$ cat config.mk
export PLATFORM = sky130hd
export DESIGN_NAME = dsf_status_top
export DESIGN_NICKNAME = d
export VERILOG_FILES = /design/src/shared/dsf_pkg.sv /design/src/hdl/dsf_flag_cell.sv /design/src/hdl/dsf_status_top.sv
export VERILOG_INCLUDE_DIRS = /design/src /design/src/shared
export SDC_FILE = /design/constraint.sdc
export NUM_CORES = 1
export LEC_CHECK = 0
export BUFFER_PORTS_ARGS = -buffer_cell sky130_fd_sc_hd__buf_2
export CAP_MARGIN = 40
export CORE_ASPECT_RATIO = 0.8
export CORE_UTILIZATION = 30
export CTS_CLUSTER_DIAMETER = 100
export DETAILED_ROUTE_END_ITERATION = 8
export PLACE_DENSITY = 0.49
export SYNTH_ARGS = -nofsm -noshare
export SYNTH_HDL_FRONTEND = slang
export SYNTH_SLANG_ARGS = --single-unit
$ cat constraint.sdc
create_clock -name core_clk_in -period 5.4 [get_ports core_clk_in]
set_input_delay 1.08 -clock core_clk_in [delete_from_list [all_inputs] [get_ports core_clk_in]]
set_output_delay 1.08 -clock core_clk_in [all_outputs]
set_load 0.02 [all_outputs]
$ cat src/shared/dsf_defines.svh
// Purpose: offsets, field positions and reset values of the channel status block
// Assumes: 32-bit register bus, one aligned word per register
// Notes: included by bare name
`ifndef DSF_DEFINES_SVH
`define DSF_DEFINES_SVH

`define DSF_OFF_INT 8'h00
`define DSF_OFF_PEND 8'h04
`define DSF_OFF_MASK 8'h08
`define DSF_OFF_UPPER 8'h0c
`define DSF_OFF_LOWER 8'h10
`define DSF_OFF_CTRL 8'h14

`define DSF_BIT_BWP 15
`define DSF_SEL_LSB 8
`define DSF_SEL_MSB 13
`define DSF_FLAG_LSB 3
`define DSF_FLAG_MSB 7
`define DSF_BIT_HALF_IRQ_EN 0
`define DSF_BIT_CH_ENABLE 0

`define DSF_IDX_HIGH 4
`define DSF_IDX_LOW 3
`define DSF_IDX_DONE 2
`define DSF_IDX_HALF 1
`define DSF_IDX_OVR 0

`define DSF_SFR_END 16'h07ff
`define DSF_RAM_TOP 16'h27ff
`define DSF_UPPER_RST 16'hffff
`define DSF_LOWER_RST 16'h0000

`define DSF_RESP_OKAY 2'h0
`define DSF_RESP_SLVERR 2'h2

`endif

$ cat src/shared/dsf_pkg.sv
// Purpose: shared types of the channel status block
// Assumes: nothing
// Notes: flag vector order is high, low, done, half, overrun (msb first)
package dsf_pkg;
  typedef logic [4:0] dsf_flags_t;
  typedef logic [15:0] dsf_addr_t;
  typedef logic [5:0] dsf_sel_t;
endpackage

$ cat src/hdl/dsf_flag_cell.sv
// Purpose: one sticky flag with hardware set, hardware clear and software write
// Assumes: synchronous active-high reset
// Notes: hardware set wins over every clear or write in the same cycle
`timescale 1ns/1ps
`default_nettype none
module dsf_flag_cell (
  input wire logic core_clk_in,
  input wire logic reset_in,
  input wire logic set_in,
  input wire logic clr_in,
  input wire logic wr_in,
  input wire logic wr_val_in,
  output logic q_out
);
  logic flag_d;

  assign flag_d = set_in ? 1'b1 : clr_in ? 1'b0 : wr_in ? wr_val_in : q_out;

  always_ff @(posedge core_clk_in) begin
    if (reset_in) begin
      q_out <= 1'b0;
    end else begin
      q_out <= flag_d;
    end
  end
endmodule
`default_nettype wire

$ cat src/hdl/dsf_status_top.sv
// Purpose: per-channel dma status flags, limit checks and interrupt, over axi4-lite
// Assumes: engine strobes are one-cycle pulses synchronous to core_clk_in
// Notes:
// Contract
// - buffered-write flag high until data written
// - flag access above upper limit or ram
// - flag access below lower, above sfr
// - completion flag: completed versus aborted session
// - halfway enable adds interrupt at halfway
// - flag trigger arriving while still busy
// - limits checked alongside access, never before
//
// Our own choices: the register addresses and register access over AXI4-Lite.
`timescale 1ns/1ps
`default_nettype none
`include "dsf_defines.svh"
module dsf_status_top #(
  parameter logic [15:0] RAM_TOP = `DSF_RAM_TOP
) (
  input wire logic core_clk_in,
  input wire logic reset_in,
  input wire logic [7:0] s_axi_awaddr_in,
  input wire logic s_axi_awvalid_in,
  output logic s_axi_awready_out,
  input wire logic [31:0] s_axi_wdata_in,
  input wire logic [3:0] s_axi_wstrb_in,
  input wire logic s_axi_wvalid_in,
  output logic s_axi_wready_out,
  output logic [1:0] s_axi_bresp_out,
  output logic s_axi_bvalid_out,
  input wire logic s_axi_bready_in,
  input wire logic [7:0] s_axi_araddr_in,
  input wire logic s_axi_arvalid_in,
  output logic s_axi_arready_out,
  output logic [31:0] s_axi_rdata_out,
  output logic [1:0] s_axi_rresp_out,
  output logic s_axi_rvalid_out,
  input wire logic s_axi_rready_in,
  input wire logic access_valid_in,
  input wire logic [15:0] access_addr_in,
  input wire logic trigger_in,
  input wire logic busy_in,
  input wire logic half_in,
  input wire logic done_in,
  input wire logic abort_in,
  input wire logic buf_load_in,
  input wire logic buf_written_in,
  output logic channel_enable_out,
  output logic [5:0] trigger_source_select_out,
  output logic irq_out
);
  logic aw_full_q, w_full_q;
  logic [7:0] awaddr_q;
  logic [31:0] wdata_q;
  logic [3:0] wstrb_q;
  dsf_pkg::dsf_flags_t flags_q, pend_q, mask_q;
  dsf_pkg::dsf_addr_t upper_q, lower_q;
  logic half_irq_en_q, bwp_q;

  // write path: address and data are caught independently, then applied together
  wire aw_take = s_axi_awvalid_in & s_axi_awready_out;
  wire w_take = s_axi_wvalid_in & s_axi_wready_out;
  wire do_wr = aw_full_q & w_full_q & ~s_axi_bvalid_out;
  wire b_done = s_axi_bvalid_out & s_axi_bready_in;
  wire ar_take = s_axi_arvalid_in & s_axi_arready_out;
  wire r_done = s_axi_rvalid_out & s_axi_rready_in;

  wire wr_int = do_wr & (awaddr_q == `DSF_OFF_INT);
  wire wr_pend = do_wr & (awaddr_q == `DSF_OFF_PEND);
  wire wr_mask = do_wr & (awaddr_q == `DSF_OFF_MASK);
  wire wr_upper = do_wr & (awaddr_q == `DSF_OFF_UPPER);
  wire wr_lower = do_wr & (awaddr_q == `DSF_OFF_LOWER);
  wire wr_ctrl = do_wr & (awaddr_q == `DSF_OFF_CTRL);
  wire wr_hit = wr_int | wr_pend | wr_mask | wr_upper | wr_lower | wr_ctrl;
  wire lo_lane = wstrb_q[0];
  wire hi_lane = wstrb_q[1];

  // limits are compared on the access strobe itself, so a violation is seen
  // with the access and cannot block it
  wire hi_ev = access_valid_in &
    ((access_addr_in > upper_q) | (access_addr_in > RAM_TOP));
  wire lo_ev = access_valid_in & (access_addr_in < lower_q) &
    (access_addr_in > `DSF_SFR_END);
  wire ovr_ev = trigger_in & busy_in;
  dsf_pkg::dsf_flags_t ev;
  assign ev = {hi_ev, lo_ev, done_in, half_in, ovr_ev};
  // halfway only interrupts when enabled; completion always does
  dsf_pkg::dsf_flags_t pend_set;
  assign pend_set = {ev[4:2], ev[1] & half_irq_en_q, ev[0]};

  // only hardware events reach the pending register, so software writes of
  // the status flags cannot request an interrupt
  genvar gi;
  generate
    for (gi = 0; gi < 5; gi++) begin : g_flag
      dsf_flag_cell u_flag (
        .core_clk_in(core_clk_in),
        .reset_in(reset_in),
        .set_in(ev[gi]),
        .clr_in(gi == `DSF_IDX_DONE ? abort_in : 1'b0),
        .wr_in(wr_int & lo_lane),
        .wr_val_in(wdata_q[`DSF_FLAG_LSB + gi]),
        .q_out(flags_q[gi])
      );
      dsf_flag_cell u_pend (
        .core_clk_in(core_clk_in),
        .reset_in(reset_in),
        .set_in(pend_set[gi]),
        .clr_in(1'b0),
        .wr_in(wr_pend & lo_lane & wdata_q[`DSF_FLAG_LSB + gi]),
        .wr_val_in(1'b0),
        .q_out(pend_q[gi])
      );
    end
  endgenerate

  wire [15:0] int_word = {bwp_q, 1'b0, trigger_source_select_out, flags_q,
    2'h0, half_irq_en_q};
  wire ar_int = (s_axi_araddr_in == `DSF_OFF_INT);
  wire ar_pend = (s_axi_araddr_in == `DSF_OFF_PEND);
  wire ar_mask = (s_axi_araddr_in == `DSF_OFF_MASK);
  wire ar_upper = (s_axi_araddr_in == `DSF_OFF_UPPER);
  wire ar_lower = (s_axi_araddr_in == `DSF_OFF_LOWER);
  wire ar_ctrl = (s_axi_araddr_in == `DSF_OFF_CTRL);
  wire ar_hit = ar_int | ar_pend | ar_mask | ar_upper | ar_lower | ar_ctrl;
  wire [15:0] rd_word = ar_int ? int_word :
    ar_pend ? {8'h00, pend_q, 3'h0} :
    ar_mask ? {8'h00, mask_q, 3'h0} :
    ar_upper ? upper_q :
    ar_lower ? lower_q :
    ar_ctrl ? {15'h0000, channel_enable_out} : 16'h0000;

  always_ff @(posedge core_clk_in) begin
    if (reset_in) begin
      aw_full_q <= 1'b0;
      w_full_q <= 1'b0;
      awaddr_q <= 8'h00;
      wdata_q <= 32'h0000_0000;
      wstrb_q <= 4'h0;
      s_axi_awready_out <= 1'b1;
      s_axi_wready_out <= 1'b1;
      s_axi_bvalid_out <= 1'b0;
      s_axi_bresp_out <= `DSF_RESP_OKAY;
    end else begin
      if (aw_take) begin
        aw_full_q <= 1'b1;
        awaddr_q <= s_axi_awaddr_in;
        s_axi_awready_out <= 1'b0;
      end
      if (w_take) begin
        w_full_q <= 1'b1;
        wdata_q <= s_axi_wdata_in;
        wstrb_q <= s_axi_wstrb_in;
        s_axi_wready_out <= 1'b0;
      end
      if (do_wr) begin
        s_axi_bvalid_out <= 1'b1;
        s_axi_bresp_out <= wr_hit ? `DSF_RESP_OKAY : `DSF_RESP_SLVERR;
      end
      if (b_done) begin
        s_axi_bvalid_out <= 1'b0;
        aw_full_q <= 1'b0;
        w_full_q <= 1'b0;
        s_axi_awready_out <= 1'b1;
        s_axi_wready_out <= 1'b1;
      end
    end
  end

  always_ff @(posedge core_clk_in) begin
    if (reset_in) begin
      s_axi_arready_out <= 1'b1;
      s_axi_rvalid_out <= 1'b0;
      s_axi_rdata_out <= 32'h0000_0000;
      s_axi_rresp_out <= `DSF_RESP_OKAY;
    end else if (ar_take) begin
      s_axi_arready_out <= 1'b0;
      s_axi_rvalid_out <= 1'b1;
      s_axi_rdata_out <= {16'h0000, rd_word};
      s_axi_rresp_out <= ar_hit ? `DSF_RESP_OKAY : `DSF_RESP_SLVERR;
    end else if (r_done) begin
      s_axi_arready_out <= 1'b1;
      s_axi_rvalid_out <= 1'b0;
    end
  end

  always_ff @(posedge core_clk_in) begin
    if (reset_in) begin
      mask_q <= 5'h00;
      upper_q <= `DSF_UPPER_RST;
      lower_q <= `DSF_LOWER_RST;
      half_irq_en_q <= 1'b0;
      channel_enable_out <= 1'b0;
      trigger_source_select_out <= 6'h00;
    end else begin
      if (wr_mask & lo_lane) mask_q <= wdata_q[`DSF_FLAG_MSB:`DSF_FLAG_LSB];
      if (wr_upper & lo_lane) upper_q[7:0] <= wdata_q[7:0];
      if (wr_upper & hi_lane) upper_q[15:8] <= wdata_q[15:8];
      if (wr_lower & lo_lane) lower_q[7:0] <= wdata_q[7:0];
      if (wr_lower & hi_lane) lower_q[15:8] <= wdata_q[15:8];
      if (wr_int & lo_lane) half_irq_en_q <= wdata_q[`DSF_BIT_HALF_IRQ_EN];
      if (wr_int & hi_lane) begin
        trigger_source_select_out <= wdata_q[`DSF_SEL_MSB:`DSF_SEL_LSB];
      end
      if (wr_ctrl & lo_lane) channel_enable_out <= wdata_q[`DSF_BIT_CH_ENABLE];
    end
  end

  // new buffered data wins over a write completing in the same cycle
  always_ff @(posedge core_clk_in) begin
    if (reset_in) begin
      bwp_q <= 1'b0;
    end else if (buf_load_in) begin
      bwp_q <= 1'b1;
    end else if (buf_written_in) begin
      bwp_q <= 1'b0;
    end
  end

  always_ff @(posedge core_clk_in) begin
    if (reset_in) begin
      irq_out <= 1'b0;
    end else begin
      irq_out <= |(pend_q & mask_q);
    end
  end
endmodule
`default_nettype wire

# == Yosys cells after proc, flatten, opt, wreduce, memory -nomap -nowiden ==
# Index checks and enable logic that the tools add are counted.
# op_classes
muxes,35
n_bitwise,45
magnitude_cmp,4
reduce_logical,16
n_eq_ne,10
# op_table
op,count
$mux 16,5
$and 1x1->1,32
$eq 8x4->1 const B,4
$eq 8x5->1 const B,4
$mux 1,28
$reduce_bool 2->1,11
$eq 8x3->1 const B,2
$gt 16x11->1 const B,1
$gt 16x14->1 const B,1
$gt 16x16->1,1
$logic_not 8->1,2
$lt 16x16->1,1
$or 1x1->1,11
$and 5x5->5,1
$reduce_or 5->1,1
$mux 2,2
$reduce_bool 3->1,1
$reduce_or 2->1,1
$not 1->1,1
# word_totals
output_inout_bits,49
ff_bits,110
input_bits,83

# == Logic depth before layout (Yosys ltp) ==
# Gate-level depths: netlist of the first run.
# logic_depth
word_depth,9
mapped_depth,8
ltp_nobuf,7

# == Hierarchy ==
# Synthesis of the first run repeated with hierarchy kept, for this count alone.
# unflattened
cells_unflattened,670
area_unflattened_um2,5683.0
# by_module_without_submodules
mod,area_per_inst_um2,n_inst,cells_each,seq_area_each_um2
dsf_status_top,5245.0,1,630,1961.9
dsf_flag_cell,43.8,10,4,20.0

# == Worst setup path after synthesis of the first run ==
# Ideal clock, no wire load.
# synth_path
path_type,input to register
start,in s_axi_araddr_in[1]
end,reg s_axi_rdata_out[10]
slack_ns,2.880
required_time_ns,5.270
setup_ns,0.130
path_stages,5
t_arrival_ns,2.389
path_cell_list,or4_4 -> nor4_2 -> buf_4 -> mux2i_1 -> o22ai_1
# synth_via
elab_chain_cells,6
elab_cells_between_ends,10
classes_between,eq/ne: 4; mux: 5; reduce/logical: 1
# synth_lines
element,line,source
start: declaration,dsf_status_top.sv:32,"input wire logic [7:0] s_axi_araddr_in,"
$eq 8x5->1 (no source line),-,
$mux 16,dsf_status_top.sv:130,ar_lower ? lower_q :
$mux 16,dsf_status_top.sv:129,ar_upper ? upper_q :
$mux 16,dsf_status_top.sv:128,"ar_mask ? {8'h00, mask_q, 3'h0} :"
$mux 16,dsf_status_top.sv:127,"ar_pend ? {8'h00, pend_q, 3'h0} :"
$mux 16 (*),dsf_status_top.sv:126,wire [15:0] rd_word = ar_int ? int_word :
end signal: assignment,dsf_status_top.sv:179,"s_axi_rdata_out <= {16'h0000, rd_word};"
end: declaration,dsf_status_top.sv:35,"output logic [31:0] s_axi_rdata_out,"
# Every way passes the cells marked *; elsewhere a longest branch is shown, timed or not.
# A chain may end at the register's enable or synchronous reset.

# == Final worst setup path of the first run ==
# layout_path
start,in access_addr_in[13]
end,reg g_flag[3].u_flag.q_out
# layout_via
elab_chain_cells,4
elab_cells_between_ends,6
classes_between,order compare: 2; mux: 1; bitwise: 2; reduce/logical: 1
# layout_lines
element,line,source
start: declaration,dsf_status_top.sv:40,"input wire logic [15:0] access_addr_in,"
$lt 16x16->1,dsf_status_top.sv:82,wire lo_ev = access_valid_in & (access_addr_in < lower_q) &
$and 1x1->1,dsf_status_top.sv:82,
$and 1x1->1 (*),dsf_status_top.sv:82,
$mux 1 or $reduce_bool 2->1 (tied branches),-,
end signal: assignment,dsf_flag_cell.sv:23,q_out <= flag_d;
end: declaration,dsf_flag_cell.sv:13,output logic q_out
# Marks and branches as above.

==> impl_metrics.json, run 1 <==
{
  "dpl_cell_area_sq_um": 5880,
  "drt_iter0_markers": 337,
  "finalSetupTns_ns": 0,
  "num_rows": 43,
  "yosys-top-cells-area": "dfxtp_1 (41%), mux2i_1 (9.4%), ha_1 (7.3%)",
  "grt_overflow": 0,
  "post_cts_buffers": 0,
  "cts_buffers": 9,
  "setup_viol_count_final": 0,
  "max_stage_delay_ns": 0.56,
  "yosysTopAreaCellShare_pct": 40.7,
  "clk_path_buf_depth": 2,
  "synth_flop_cell": "dfxtp_1",
  "slowest_stage": "nor4b_1",
  "cts_root_buf": "clkbuf_16",
  "postLayoutCoreUtil_pct": 35.6,
  "cts_tree": "done",
  "critPathKind": "input port to register",
  "chipHeight_um": 121,
  "track_usage_pct": 17.4,
  "clk-insertion-delay-late_ns": 0.35,
  "fin_cells": 916,
  "seq_area_sq_um": 2160,
  "pre_cts_ws_ns": 2.44,
  "grt_pass1_vias": 4365,
  "drive_gt1_share_pct": 18.2,
  "core-area_sq_um": 17300,
  "synth.top_cells.by_count": "dfxtp_1 (108), nand2_1 (90), a21oi_1 (51)",
  "area_growth_pct": 16.1,
  "cts-resized-gates": 0,
  "synth.most_common_cell": "dfxtp_1",
  "period_needed_ns": 2.62,
  "initial_utilization_pct": 30.7,
  "cp.required_ns": 5.67,
  "dpl.cell_count": 901,
  "crit_top_cell": "o21ai_0",
  "postCtsHoldBufs": 0,
  "skew_ns": 0.00749,
  "end_kind": "register",
  "diodes": 0,
  "vias": 4586,
  "drc_errors": 0,
  "worst_pin_slew_ns": 0.848,
  "cp_max_fo": 4,
  "p_per_area_nw_per_um2": 269,
  "critPathLaunchType": "input port",
  "postSynthCellCount": 609,
  "synthesis.area_sq_um": 5310,
  "clk_pin_slew_ns": 0.07,
  "drtPass1Iterations": 5,
  "critPathArrivalTime_ns": 2.89,
  "multi_input_area_sq_um": 2780,
  "ios": 132,
  "drv_cap": 0,
  "cp_cell_sequence": "buf_2, ha_1, a21oi_1, o21ai_0, nor4b_1, o21ai_0, a31oi_1",
  "synth_edf_count": 0,
  "ys_ff_latch": 108,
  "stdcell_area_sq_um": 6170,
  "synth_area_per_cell_sq_um": 8.72,
  "post_drt_wl_per_cell_um": 16.6,
  "fillerInstances": 1790,
  "hp-class": "register to register",
  "antenna_found_initial": 0,
  "finalHoldViolations": 0,
  "ys_seq_area_share_pct": 40.7,
  "grt_pass1_wl_um": 23900,
  "h-tree-depth": 3,
  "leakage_nw": 2.72,
  "dieArea_sq_um": 18200,
  "slew_viol_final": 0,
  "die_w_um": 151,
  "synth-async-reset-ratio_pct": 0,
  "routed_wl_um": 15200,
  "io_buffers": 95,
  "vdd_ir_drop_max_mv": 0.141,
  "synth_cell_types": 59,
  "outcome": "finished clean",
  "dp_hpwl_um": 11300,
  "final_nets": 801,
  "fin_crit_sh_pct": 48.5,
  "synth.largest_area_cell": "dfxtp_1",
  "slew_headroom_pct": 43.3,
  "yosys_warnings": 0,
  "worst_slack_ns": 2.78,
  "via_per_inst": 5.01,
  "clock.fmax_ghz": 0.382,
  "grt_max_degree": 70,
  "rsz0062_at_grt": "no",
  "ant_nets": 0,
  "clock_sink_count": 108,
  "gp_congestion": 0.905
}
==> stage by stage <==
step	hold slack, ns	total power [mW]
floorplan	0.443	0.973
global placement	0.444	1.03
detailed placement	0.446	1.03
CTS	0.457	1.68
global route	0.477	1.73
finish	0.455	1.66
==> power breakdown <==
group          total, mW  switching [mW]  internal [mW]
clock network      0.645           0.296          0.349
logic              0.168           0.109         0.0594
registers          0.846          0.0270          0.819
total               1.66           0.432           1.23
==> layout by cell type (no fill, tap or decap), drive strengths merged, types with 4 or more instances in the layout <==
cell,netlist,final
dfxtp,108,108
buf,27,98
nand2,91,91
a21oi,51,51
nor2,51,51
mux2i,50,50
inv,38,38
ha,31,31
conb,1,18
o211ai,17,17
o21ai,16,16
a22oi,14,14
nand3,14,14
clkbuf,21,12
o22ai,11,11
nor4,7,7
a211oi,6,6
nand4,5,5
and4,4,4
nor3,4,4
==> kinds of logic (layout without fill, tap and decap cells) <==
family / after synthesis / after routing / share of synthesized area (%)
fa+ha+maj: 31 / 31 / 7.30
flops: 108 / 108 / 40.7
compound gates: 133 / 133 / 15.7
simple gates: 198 / 198 / 18.5
mux: 51 / 51 / 9.63
other cells: 1 / 18 / 0.0706
buf+inv: 87 / 152 / 8.10
==> final cells by class <==
| cell class | count | share of cell area, % |
|---|---|---|
| well taps | 225 | 4.56 |
| clock buffers | 12 | 4.32 |
| flip-flops and latches | 108 | 35.1 |
| inverters | 39 | 2.37 |
| clock inverters | 3 | 0.345 |
| repair buffers | 98 | 8.20 |
| multi-input cells | 431 | 45.1 |
==> state kept, by name (all words and copies together) (netlist names), 2 cells and up <==
| register | cells |
|---|---|
| lower_q | 16 |
| s_axi_rdata_out | 16 |
| upper_q | 16 |
| wdata_q | 16 |
| awaddr_q | 8 |
| trigger_source_select_out | 6 |
| g_flag.u_flag.q_out | 5 |
| g_flag.u_pend.q_out | 5 |
| mask_q | 5 |
| wstrb_q | 2 |
==> critical path: cells and delay by family <==
family / cells / cell delay (ns)
buf+inv: 1 / 0.13
simple gates: 1 / 0.56
fa+ha+maj: 1 / 0.30
compound gates: 4 / 0.82
==> metal layers <==
layer	vias up	wire, um	GRT usage (%)
met5	-	0	0
met4	0	177	4.19
met3	12	821	4.14
met1	2169	7480	24.0
met2	141	6750	27.1
li1	2264	-	-
==> path summary, 6_finish.rpt <==
| path | startpoint | to | slack [ns] | cells after the start |
|---|---|---|---|---|
| setup / recovery | access_addr_in[13] | g_flag[3].u_flag.q_out | 2.78 | 7 |
| setup reg to reg | awaddr_q[5] | upper_q[3] | 3.12 | 5 |
| hold reg to reg | s_axi_rdata_out[14] | s_axi_rdata_out[14] | 0.46 | 2 |
| hold / removal | s_axi_rdata_out[14] | s_axi_rdata_out[14] | 0.46 | 2 |
No activity file was read; power rests on OpenSTA's default activity.
==> run 2, diff against run 1 <==
--- a/config.mk
+++ b/config.mk
@@ -12,7 +12,7 @@
 export CORE_UTILIZATION = 30
 export CTS_CLUSTER_DIAMETER = 100
 export DETAILED_ROUTE_END_ITERATION = 8
-export PLACE_DENSITY = 0.49
+export PLACE_DENSITY = 0.51
 export SYNTH_ARGS = -nofsm -noshare
 export SYNTH_HDL_FRONTEND = slang
 export SYNTH_SLANG_ARGS = --single-unit
==> constraint.sdc (replaced) <==
create_clock -name core_clk_in -period 2.2 [get_ports core_clk_in]
set_input_delay 0.44 -clock core_clk_in [delete_from_list [all_inputs] [get_ports core_clk_in]]
set_output_delay 0.44 -clock core_clk_in [all_outputs]
set_load 0.02 [all_outputs]
==> impl_metrics.json, run 2 (synthesis results as in run 1) <==
{
  "drtPass1Iterations": 4,
  "reg2reg_from": "awaddr_q[1]",
  "wl_met3_um": 862,
  "critPathLaunchType": "register",
  "ios": 132,
  "slowest_stage": "or4_1",
  "finalSetupTns_ns": 0,
  "num_rows": 43,
  "period_needed_ns": 2.07,
  "critPathArrivalTime_ns": 2.31,
  "end_kind": "register",
  "seq_area_sq_um": 2160,
  "cp_cell_sequence": "or4_1, nor4_4, nand3_4, mux2i_1, nor2_1",
  "vdd_ir_drop_max_mv": 0.355,
  "leakage_nw": 2.81,
  "drt-met1-wl_um": 7060,
  "wl_met2_um": 6870,
  "worst_pin_slew_ns": 0.504,
  "vias": 4618,
  "final_nets": 820,
  "fillerInstances": 1800,
  "cp.required_ns": 2.44,
  "min_to": "s_axi_wready_out",
  "dieArea_sq_um": 18200,
  "clock_sink_count": 108,
  "gp_congestion": 0.915,
  "drc_errors": 0,
  "holdCritStartpoint": "s_axi_wvalid_in",
  "rrSetupSlack_ns": 0.13,
  "chipHeight_um": 121,
  "slew_viol_final": 0,
  "clk_path_buf_depth": 2,
  "fin_crit_sh_pct": 94.0,
  "io_buffers": 95,
  "grt_overflow": 0,
  "drv_cap": 0,
  "hp-class": "input port to register",
  "grt_max_degree": 40,
  "area_growth_pct": 18.9,
  "final_cell_mix": "dfxtp_1 (108), buf_2 (95), nand2_1 (90)",
  "grt_pass1_vias": 4520,
  "worstRegToRegCells": 5,
  "cts-resized-gates": 0,
  "max_stage_delay_ns": 0.73,
  "clk_pin_slew_ns": 0.07,
  "h-tree-depth": 3,
  "rsz0062_at_grt": "no",
  "post_drt_wl_per_cell_um": 16.0,
  "post_cts_buffers": 0,
  "p_per_area_nw_per_um2": 638,
  "track_usage_pct": 17.2,
  "cts_buffers": 9,
  "cts_root_buf": "clkbuf_16",
  "outcome": "finished clean",
  "via_per_inst": 4.93,
  "cp_num_buf_inv": 0,
  "diodes": 0,
  "top_layer": "met4",
  "pre_cts_ws_ns": -0.0671,
  "critPathKind": "register to register",
  "antenna_found_initial": 0,
  "worst_slack_ns": 0.132,
  "r2r_end": "lower_q[10]",
  "multi_input_area_sq_um": 2790,
  "initial_utilization_pct": 30.7,
  "postCtsHoldBufs": 0,
  "finalHoldViolations": 0,
  "die_w_um": 151,
  "setup_viol_count_final": 0,
  "grt_pass1_wl_um": 23700,
  "clock.fmax_ghz": 0.483,
  "cp_max_fo": 8,
  "clk-insertion-delay-late_ns": 0.36,
  "drt_iter0_markers": 178,
  "slew_headroom_pct": 66.2,
  "final_common_cell": "dfxtp_1",
  "postLayoutCoreUtil_pct": 36.5,
  "dp_hpwl_um": 11600,
  "skew_ns": 0.00927,
  "ant_nets": 0,
  "drive_gt1_share_pct": 20.4,
  "hold_depth": 2,
  "cts_tree": "done",
  "critical-path-top-delay-family": "simple AND/OR/NAND/NOR gates",
  "core-area_sq_um": 17300,
  "routed_wl_um": 15000
}
run 2: cell types whose count changed in the layout (fill, tap and decap cells not counted):
cell,previous run,this run
buf_12,0,2
buf_4,2,20
buf_8,1,0
clkbuf_1,0,2
clkbuf_8,3,1
clkinv_2,1,2
clkinv_4,1,0
clkinvlp_4,1,2
nor4b_1,3,2
nor4b_2,0,1
run 2: how the worst max path moves through the flow:
stage,startpoint,endpoint,depth (start not counted)
floorplan,s_axi_araddr_in[1],s_axi_rdata_out[10],5
global placement,access_addr_in[13],g_flag[3].u_pend.q_out,7
detailed placement,access_addr_in[13],g_flag[3].u_pend.q_out,7
CTS,lower_q[13],g_flag[3].u_pend.q_out,7
global route,awaddr_q[1],lower_q[14],5
finish,awaddr_q[1],lower_q[10],5
run 2: cell type report:
type	count	area share, %
repair buffers	117	10.5
multi-input cells	431	44.2
well taps	225	4.46
clock inverters	4	0.396
clock buffers	12	3.90
flip-flops and latches	108	34.2
inverters	39	2.32
run 2: power breakdown:
part	leakage (nW)	switching, mW	total [mW]	internal (mW)
Sequential	0.880	0.0619	2.07	2.01
Clock	0.129	0.731	1.53	0.797
Combinational	1.80	0.270	0.432	0.162
Total	2.81	1.06	4.03	2.97
run 2: routing by layer:
metal  GRT usage, %  up-vias
li1               -     2299
met1           22.4     2184
met2           28.0      119
met3           4.17       16
met4           5.00        0
met5              0        -
run 2: per-stage QoR:
stage | cells | hold WS (ns) | power [mW] | area, sq um
2_1_floorplan | 626 | 0.443 | 2.39 | 5380
3_3_place_gp | 920 | 0.446 | 2.54 | 6040
3_5_place_dp | 920 | 0.445 | 2.55 | 6040
4_1_cts | 936 | 0.281 | 4.09 | 6310
5_1_grt | 936 | 0.283 | 4.22 | 6320
6_report | 936 | 0.296 | 4.03 | 6320
==> run 3, diff against run 2 <==
--- a/config.mk
+++ b/config.mk
@@ -12,7 +12,7 @@
 export CORE_UTILIZATION = 30
 export CTS_CLUSTER_DIAMETER = 100
 export DETAILED_ROUTE_END_ITERATION = 8
-export PLACE_DENSITY = 0.51
+export PLACE_DENSITY = 0.56
 export SYNTH_ARGS = -nofsm -noshare
 export SYNTH_HDL_FRONTEND = slang
 export SYNTH_SLANG_ARGS = --single-unit
==> impl_metrics.json, run 3 (synthesis results as in run 1) <==
{
  "area_growth_pct": 19.1,
  "stdcell_area_sq_um": 6330,
  "p_per_area_nw_per_um2": 636,
  "grt_pass1_wl_um": 22300,
  "cts_tree": "done",
  "clk_path_buf_depth": 2,
  "dpl_cell_area_sq_um": 6050,
  "hp-class": "input port to register",
  "worst_pin_slew_ns": 0.788,
  "cp.depth": 5,
  "worst_slack_ns": 0.149,
  "clk_pin_slew_ns": 0.07,
  "post_drt_wl_per_cell_um": 15.1,
  "cts_buffers": 9,
  "finalSetupTns_ns": 0,
  "initial_utilization_pct": 30.7,
  "clk-insertion-delay-late_ns": 0.35,
  "final_cell_mix": "dfxtp_1 (108), buf_2 (95), nand2_1 (90)",
  "grt_pass1_vias": 4261,
  "vias": 4539,
  "fin_cells": 939,
  "drtPass1Iterations": 5,
  "core-area_sq_um": 17300,
  "cp_cell_sequence": "or4_1, nor4_4, nand2_2, mux2i_1, nor2_1",
  "dp_hpwl_um": 11000,
  "clock.fmax_ghz": 0.488,
  "routed_wl_um": 14200,
  "whs_ns": 0.290,
  "seq_area_sq_um": 2160,
  "drv_cap": 0,
  "cp_max_fo": 6,
  "die_w_um": 151,
  "dieArea_sq_um": 18200,
  "grt_max_degree": 26,
  "ant_nets": 0,
  "num_rows": 43,
  "chipHeight_um": 121,
  "track_usage_pct": 16.0,
  "io_buffers": 95,
  "hold_depth": 3,
  "vdd_ir_drop_max_mv": 0.345,
  "cp.required_ns": 2.43,
  "via_per_inst": 4.83,
  "postCtsHoldBufs": 0,
  "cts-resized-gates": 0,
  "period_needed_ns": 2.05,
  "worstRegToRegCells": 5,
  "final_nets": 823,
  "drive_gt1_share_pct": 20.9,
  "pre_cts_ws_ns": 0.0490,
  "finalHoldViolations": 0,
  "slew_headroom_pct": 47.5,
  "diodes": 0,
  "post_cts_buffers": 0,
  "critPathLaunchType": "register",
  "setup_viol_count_final": 0,
  "fillerInstances": 1858,
  "cp_num_buf_inv": 0,
  "ios": 132,
  "clock_sink_count": 108,
  "h-tree-depth": 3,
  "gp_congestion": 0.792,
  "multi_input_area_sq_um": 2780,
  "critPathArrivalTime_ns": 2.29,
  "critPathKind": "register to register",
  "cts_root_buf": "clkbuf_16",
  "postLayoutCoreUtil_pct": 36.5,
  "dpl.cell_count": 923,
  "final_common_cell": "dfxtp_1",
  "slew_viol_final": 0,
  "critical-path-top-delay-family": "simple AND/OR/NAND/NOR gates",
  "drt_iter0_markers": 234,
  "fin_crit_sh_pct": 93.2,
  "skew_ns": 0.00982,
  "slowest_stage": "or4_1",
  "max_stage_delay_ns": 0.74,
  "leakage_nw": 2.83,
  "grt_overflow": 0,
  "end_kind": "register",
  "outcome": "finished clean",
  "antenna_found_initial": 0,
  "total_power_mw": 4.03,
  "rsz0062_at_grt": "no",
  "drc_errors": 0
}
## run 3: changes by cell type in the layout (fill, tap and decap cells not counted), sizes merged
| cell | before | now |
|---|---|---|
| buf | 117 | 120 |
| clkinv | 3 | 6 |
| clkbuf | 12 | 10 |
| clkinvlp | 2 | 1 |
## run 3: where the power goes
part | internal (mW) | switching [mW]
registers | 2.01 | 0.0633
logic | 0.158 | 0.259
clock network | 0.798 | 0.736
## run 3: final timing paths
kind                  startpoint                            to  slack [ns]
max                  awaddr_q[1]  trigger_source_select_out[4]        0.15
min                  buf_load_in                         bwp_q        0.29
max reg2reg          awaddr_q[1]  trigger_source_select_out[4]        0.15
min reg2reg  s_axi_rdata_out[14]           s_axi_rdata_out[14]        0.44
## run 3: routing by layer
layer	share of wire (%)	vias up	GRT usage (%)
met5	0	-	0
met4	0.77	0	3.19
met3	5.4	10	3.23
met2	43	119	24.5
met1	51	2096	23.2
li1	-	2314	-
## run 3: final cells by class
type,instances,share of cell area [%]
multi-input combinational,431,44.0
clock buffer,10,3.78
sequential,108,34.2
clock inverter,6,0.633
timing repair buffer,120,10.7
inverter,39,2.31
tap,225,4.45
## run 3: tightest hold or removal path, cell delays in order
cell,delay [ns]
buf_2,0.07
a21oi_1,0.03
nor2_1,0.06
